==> src/shared/ptc_pkg.sv <==
// package for the timer/counter unit: widths, limits, prescaler default
// assumes a single 100 MHz clock domain
package ptc_pkg;
  localparam int          VAL_W       = 16;
  localparam logic [15:0] VAL_MAX     = 16'h7FFF;   // saturation value
  localparam logic [15:0] VAL_ZERO    = 16'h0000;
  localparam logic [15:0] VAL_ONE     = 16'h0001;
  localparam int          CLK_HZ      = 100000000;
  localparam int          TICK_US     = 1;          // default tick period
  localparam int          TICK_CYC    = (CLK_HZ / 1000000) * TICK_US;
  localparam int          PRE_W       = 32;
  typedef enum logic [2:0] {
    PTC_ON_DELAY, PTC_RETENTIVE, PTC_OFF_DELAY, PTC_MONOSTABLE, PTC_UP_COUNT
  } ptc_kind_type;
endpackage

==> src/rtl/ptc_prescaler.sv <==
// tick prescaler: one-cycle pulse every tick_div clocks
// assumes tick_div is held stable and is at least one
`timescale 1ns/100ps
`default_nettype none
module ptc_prescaler #(
  parameter int PRE_W = 32
) (
  // clock and reset
  input  wire logic             mclk,
  input  wire logic             rst_n,
  input  wire logic             sync_clr,
  // divider
  input  wire logic [PRE_W-1:0] tick_div,
  output logic                  tick
);
  logic [PRE_W-1:0] count;

  // free running divider, cleared with the unit
  always_ff @(posedge mclk or negedge rst_n) begin
    if (!rst_n) begin
      count <= '0;
      tick  <= 1'b0;
    end else if (sync_clr) begin
      count <= '0;
      tick  <= 1'b0;
    end else if (count + 1'b1 >= tick_div) begin
      count <= '0;
      tick  <= 1'b1;
    end else begin
      count <= count + 1'b1;
      tick  <= 1'b0;
    end
  end
endmodule // ptc_prescaler
`default_nettype wire

==> src/rtl/ptc_timer_counter.sv <==
// timer/counter unit: N elements, each of a fixed kind, sharing one tick
// assumes enable and preset are synchronous to mclk; sync_clr is synchronous
`timescale 1ns/100ps
`default_nettype none
// Functional notes
// - on-delay kinds count ticks, saturate 32767
// - on-delay kinds: coil when value >= preset
// - on-delay disabled: clear value and coil
// - on-delay first run clears coil and value
// - retentive disabled: hold value and coil
// - off-delay starts timing on enable fall
// - off-delay ends at preset, coil low
// - off-delay never starts without a fall
// - off-delay enabled: clear value, coil high
// - monostable rise starts timing, coil high
// - monostable ignores enable while timing
// - monostable at preset: stop, clear, coil low
// - up counter counts enable rising edges
// - up counter saturates at 32767
// - up counter coil when count >= preset
module ptc_timer_counter
  import ptc_pkg::*;
#(
  parameter int                         N_ELEM   = 5,
  parameter ptc_kind_type [N_ELEM-1:0]  KINDS    = '{PTC_UP_COUNT, PTC_MONOSTABLE, PTC_OFF_DELAY,
                                                     PTC_RETENTIVE, PTC_ON_DELAY},
  parameter logic [ptc_pkg::PRE_W-1:0]  TICK_DIV = ptc_pkg::PRE_W'(ptc_pkg::TICK_CYC)
) (
  // clock and reset
  input  wire logic                     mclk,
  input  wire logic                     rstn,
  input  wire logic                     sync_clr,
  // scan side
  input  wire logic [N_ELEM-1:0]        enable,
  input  wire logic [ptc_pkg::VAL_W-1:0] preset [N_ELEM],
  // element state
  output logic [ptc_pkg::VAL_W-1:0]     value [N_ELEM],
  output logic [N_ELEM-1:0]             coil,
  output logic                          tick
);
  import ptc_pkg::*;

  logic rst_meta;
  logic rst_n;

  // reset released through two flops, asserted at once
  always_ff @(posedge mclk or negedge rstn) begin
    if (!rstn) begin
      rst_meta <= 1'b0;
      rst_n    <= 1'b0;
    end else begin
      rst_meta <= 1'b1;
      rst_n    <= rst_meta;
    end
  end

  ptc_prescaler #(.PRE_W(PRE_W)) u_pre (
    .mclk     (mclk),
    .rst_n    (rst_n),
    .sync_clr (sync_clr),
    .tick_div (TICK_DIV),
    .tick     (tick)
  );

  logic [N_ELEM-1:0] en_prev;
  logic [N_ELEM-1:0] active;
  logic [N_ELEM-1:0] first_done;

  genvar g;
  generate
    for (g = 0; g < N_ELEM; g++) begin : g_elem
      wire logic rise = enable[g] & ~en_prev[g];
      wire logic fall = ~enable[g] & en_prev[g];
      wire logic sat  = (value[g] >= VAL_MAX);
      wire logic geq  = (value[g] >= preset[g]);

      // edge history and first-run flag, cleared by either reset
      always_ff @(posedge mclk or negedge rst_n) begin
        if (!rst_n) begin
          en_prev[g]    <= 1'b0;
          first_done[g] <= 1'b0;
        end else if (sync_clr) begin
          en_prev[g]    <= 1'b0;
          first_done[g] <= 1'b0;
        end else begin
          en_prev[g]    <= enable[g];
          first_done[g] <= 1'b1;
        end
      end

      // per-kind value, coil and timing state
      always_ff @(posedge mclk or negedge rst_n) begin
        if (!rst_n) begin
          value[g]  <= VAL_ZERO;
          coil[g]   <= 1'b0;
          active[g] <= 1'b0;
        end else if (sync_clr) begin
          value[g]  <= VAL_ZERO;
          coil[g]   <= 1'b0;
          active[g] <= 1'b0;
        end else begin
          unique case (KINDS[g])
            PTC_ON_DELAY: begin
              if (!first_done[g] || !enable[g]) begin
                value[g] <= VAL_ZERO;
                coil[g]  <= 1'b0;
              end else begin
                if (tick && !sat) value[g] <= value[g] + VAL_ONE;
                coil[g] <= geq;
              end
            end
            PTC_RETENTIVE: begin
              // value and coil simply held while disabled
              if (enable[g]) begin
                if (tick && !sat) value[g] <= value[g] + VAL_ONE;
                coil[g] <= geq;
              end
            end
            PTC_OFF_DELAY: begin
              if (enable[g]) begin
                value[g]  <= VAL_ZERO;
                coil[g]   <= 1'b1;
                active[g] <= 1'b0;
              end else if (fall) begin
                active[g] <= 1'b1;
              end else if (active[g]) begin
                // compare before stepping so value never passes preset
                if (geq) begin
                  active[g] <= 1'b0;
                  coil[g]   <= 1'b0;
                  value[g]  <= preset[g];
                end else if (tick) begin
                  value[g] <= value[g] + VAL_ONE;
                end
              end  // idle low enable: nothing starts
            end
            PTC_MONOSTABLE: begin
              if (!active[g]) begin
                if (rise) begin
                  active[g] <= 1'b1;
                  coil[g]   <= 1'b1;
                end
              end else if (geq) begin
                active[g] <= 1'b0;
                coil[g]   <= 1'b0;
                value[g]  <= VAL_ZERO;
              end else begin  // enable ignored here
                coil[g] <= 1'b1;
                if (tick) value[g] <= value[g] + VAL_ONE;
              end
            end
            PTC_UP_COUNT: begin
              if (rise && !sat) value[g] <= value[g] + VAL_ONE;
              coil[g] <= geq;
            end
            default: begin
              coil[g] <= 1'b0;
            end
          endcase
        end
      end

      if (KINDS[g] == PTC_UP_COUNT) begin : g_chk_cnt

      end
      if (KINDS[g] == PTC_ON_DELAY) begin : g_chk_on

      end
      if (KINDS[g] == PTC_RETENTIVE) begin : g_chk_ret

      end
      if (KINDS[g] == PTC_OFF_DELAY) begin : g_chk_off

      end
      if (KINDS[g] == PTC_MONOSTABLE) begin : g_chk_mono

      end
    end
  endgenerate
endmodule // ptc_timer_counter
`default_nettype wire

==> config.mk <==
export PLATFORM = sky130hd
export DESIGN_NAME = ptc_timer_counter
export DESIGN_NICKNAME = d
export VERILOG_FILES = /design/src/shared/ptc_pkg.sv /design/src/rtl/ptc_prescaler.sv /design/src/rtl/ptc_timer_counter.sv
export SDC_FILE = /design/constraint.sdc
export NUM_CORES = 1
export LEC_CHECK = 0
export BUFFER_PORTS_ARGS = -buffer_cell sky130_fd_sc_hd__buf_2
export CAP_MARGIN = 20
export CELL_PAD_IN_SITES_DETAIL_PLACEMENT = 2
export CELL_PAD_IN_SITES_GLOBAL_PLACEMENT = 2
export CORE_ASPECT_RATIO = 0.8
export CORE_MARGIN = 1
export CORE_UTILIZATION = 36
export CTS_CLUSTER_SIZE = 10
export DETAILED_ROUTE_END_ITERATION = 10
export PLACE_DENSITY = 0.91
export SYNTH_ARGS = -nofsm -noshare
export SYNTH_HDL_FRONTEND = slang
export SYNTH_SLANG_ARGS = --single-unit
==> constraint.sdc <==
create_clock -name mclk -period 11.8 [get_ports mclk]
set_clock_uncertainty 0.2 [all_clocks]
set_input_delay 1.18 -clock mclk [delete_from_list [all_inputs] [get_ports mclk]]
set_output_delay 1.18 -clock mclk [all_outputs]
set_load 0.01 [all_outputs]
==> results.md <==
- Status: finished clean
- R2r worst-path depth: 9
- Leading area contributor after synthesis: dfrtp_1
- R2R setup slack: between 7 and 8 ns
- Setup bufs post-CTS: 0
- Dpl cell area: 9400 um2
- Clk_lat worst skew: 0.44 ns
- Synth cell count leaders: dfrtp_1, nor2_1, inv_1
- Critical R2R Capture: value[36]
- DRC: 0
- Worst Hold Class: reg -> reg
- Filler cell count: ~2.4k
- Vias in the first global route: ~8.9k
- Crit. End Element: flip-flop
- Initial antenna violation count: 2
- Synth Instances: between 800 and 900
- WP data arrival: approximately 4.6 ns
- Max Cap Viol: 0
- Total CTS buffers: 17
- Vias/cell: about 5.7
- RSZ-0062 raised after global routing: no
- VDD IR max: 77.4 uV
- Share of layout cells above drive strength 1: about a fifth
- Fmax: ~0.22 GHz
- Final instance area: between 10000 and 15000 um2
- Gpl congestion: just over 0.8
- Synth area leaders: dfrtp_1, ha_1, nor2_1
- Crit path from: preset[41]
- First-pass detailed-route iteration total: 5
- Crit Path Max Fanout: 19
- Die Ht: ~140 um
- CTS tree: built
- Hold path endpoint: rst_n
- #FFs+latches synth: about 130
- Period minus WS final: between 4 and 5 ns
- Nets: 1266
- I/O pins: about 170
- Top-area cell type share of the netlist area: between 30% and 40%
- Clock Sinks: approximately 130
- Final hold vios: 0
- Port-buffer cells: between 150 and 200
- Slew headroom: 25.4%
- CP Class: in -> reg
- FF+latch area: about 3200 um2
- Total number of yosys warnings: 0
- Root Buffer: clkbuf_16
- Area delta synth->final: 22.8%
- Cell Pwr Density: approximately 110 nW/um2
- CP Launch Type: input pin
- Multi-input gate area: 4640 um2
- HP Start: rst_meta
- H-tree Lvls: 4
- Post-CTS Resized: 0
- Hold depth: 0
- Most common cell in the netlist: dfrtp_1
- Largest net degree at the start of global routing: around 80
- Endpoints failing setup: 0
- Max-slew violations: 0
- Hold WS: about 0.15 ns
- Ys flop type: dfrtp_1
- Die extent in x: around 170 um
- DR iter-0 viols: 437
- Leak: ~0.0053 uW
- EDFF count, synth: 0
- Detail Route Antenna Nets: 0
- Average size of a mapped cell: 9.14 um2
- FFs w/ async S/R, synth: 100%
- Vias after detailed routing: ~8.1k
- Effective utilization at floorplan: between 30 and 40%
- CP required: about 12 ns
- CTS Hold Bufs: 0
- Full die area: ~23000 um2
- Critical R2R Launch: value[41]
- Row count: 48
- Distinct cells, synth: 70
- HPWL after DPL: 22.1 mm
- Clock-pin slew on the worst setup and hold paths: roughly 0.060 ns
- Wire per inst: ~24 um
- Register area share after synthesis: between 30% and 40%
- Mapped cell area: roughly 8000 um2
- CTS Buffer Depth: 2
- Total global-route track usage: 30.7%
- First-pass GRT wire length: between 50 and 60 mm
- Post-route setup TNS: 0 ns
- Final wirelength: 34.3 mm
- Core Region: around 22000 um2
- Worst Tran Pin Value: 1.11 ns
- Final period util: 38.1%
- Gr ovfl total: 0
cells in the final DEF (no fill, tap or decap), types with 6 or more instances in the layout:
cell type and count:
xor2_1 38, nand2b_1 8, dfrtp_1 125, nor2_1 106, o2bb2ai_1 14, a211oi_1 6, a21o_1 21, nor4_1 7
nor3b_1 16, o21ai_0 27, a21oi_1 45, nor2b_1 9, nand2_1 56, ha_1 86, conb_1 26, inv_1 90
nand3_1 27, nand4_1 34, and4_1 6, and3_1 26, nor3_1 16, xnor2_1 18, buf_2 173, clkbuf_16 17
registers in the layout, summed over array words and instances, names as in the netlist:
| signal | cells |
|---|---|
| active | 2 |
| coil | 5 |
| en_prev | 3 |
| first_done | 1 |
| rst_meta | 1 |
| rst_n | 1 |
| u_pre.count | 32 |
| u_pre.tick | 1 |
| value | 80 |
cell type report:
| cell class | instances | share of cell area [%] |
|---|---|---|
| Inverter | 90 | 3.37 |
| Clock inverter | 5 | 0.773 |
| Timing Repair Buffer | 178 | 9.21 |
| Multi-Input combinational cell | 679 | 46.3 |
| Clock buffer | 27 | 5.11 |
| Tap cell | 300 | 3.74 |
| Sequential cell | 126 | 31.5 |
| Antenna cell | 3 | 0.0748 |
where the power goes:
| group | internal [uW] | switching [uW] |
|---|---|---|
| clock network | 339 | 212 |
| registers | 442 | 18.8 |
| logic | 40.1 | 65.8 |
metal layers:
metal / GRT usage, % / wire (um) / share of wire, %
met1: 37.4 / 14400 / 42
met2: 53.2 / 17600 / 51
met3: 5.73 / 1390 / 4.0
met4: 12.9 / 987 / 2.9
met5: 0 / 0 / 0
per-stage QoR:
| stage | setup slack (ns) | util, % | instances | power [uW] |
|---|---|---|---|---|
| final | 7.30 | 45.8 | 1408 | 1120 |
| after global placement | 7.55 | 42.9 | 1371 | 555 |
| after CTS | 7.44 | 45.6 | 1403 | 1120 |
| after global routing | 7.17 | 45.7 | 1407 | 1150 |
| after floorplan | 7.83 | - | 917 | 517 |
| after detailed placement | 7.17 | 42.9 | 1371 | 564 |
critical path, stage by stage:
cell	delay (ns)
buf_2	0.10
inv_1	0.05
ha_1	0.33
a21oi_1	0.09
o21ai_1	0.30
a41oi_1	0.09
or2_0	0.28
or2_2	0.34
a32oi_2	0.75
nand2_1	0.69
o2bb2ai_1	0.43
worst max path at each step:
stage / slack [ns] / endpoint
CTS: 7.44 / value[36]
finish: 7.30 / value[36]
global route: 7.17 / value[36]
global placement: 7.55 / value[44]
detailed placement: 7.17 / value[44]
floorplan: 7.83 / active[2]
cells by family (layout without fill, tap and decap cells):
logic type | count (synthesis) | after routing | share of synthesized area (%)
and+or+nand+nor | 344 | 344 | 22.3
AOI/OAI and AO/OA | 162 | 162 | 13.4
DFF | 126 | 126 | 38.6
buffers and inverters | 112 | 300 | 5.72
adders and majority gates | 86 | 86 | 13.2
xor gates and xnor gates | 56 | 56 | 6.01
muxes | 5 | 5 | 0.628
other | 2 | 29 | 0.0920
Power figures use the tool's default switching activity.
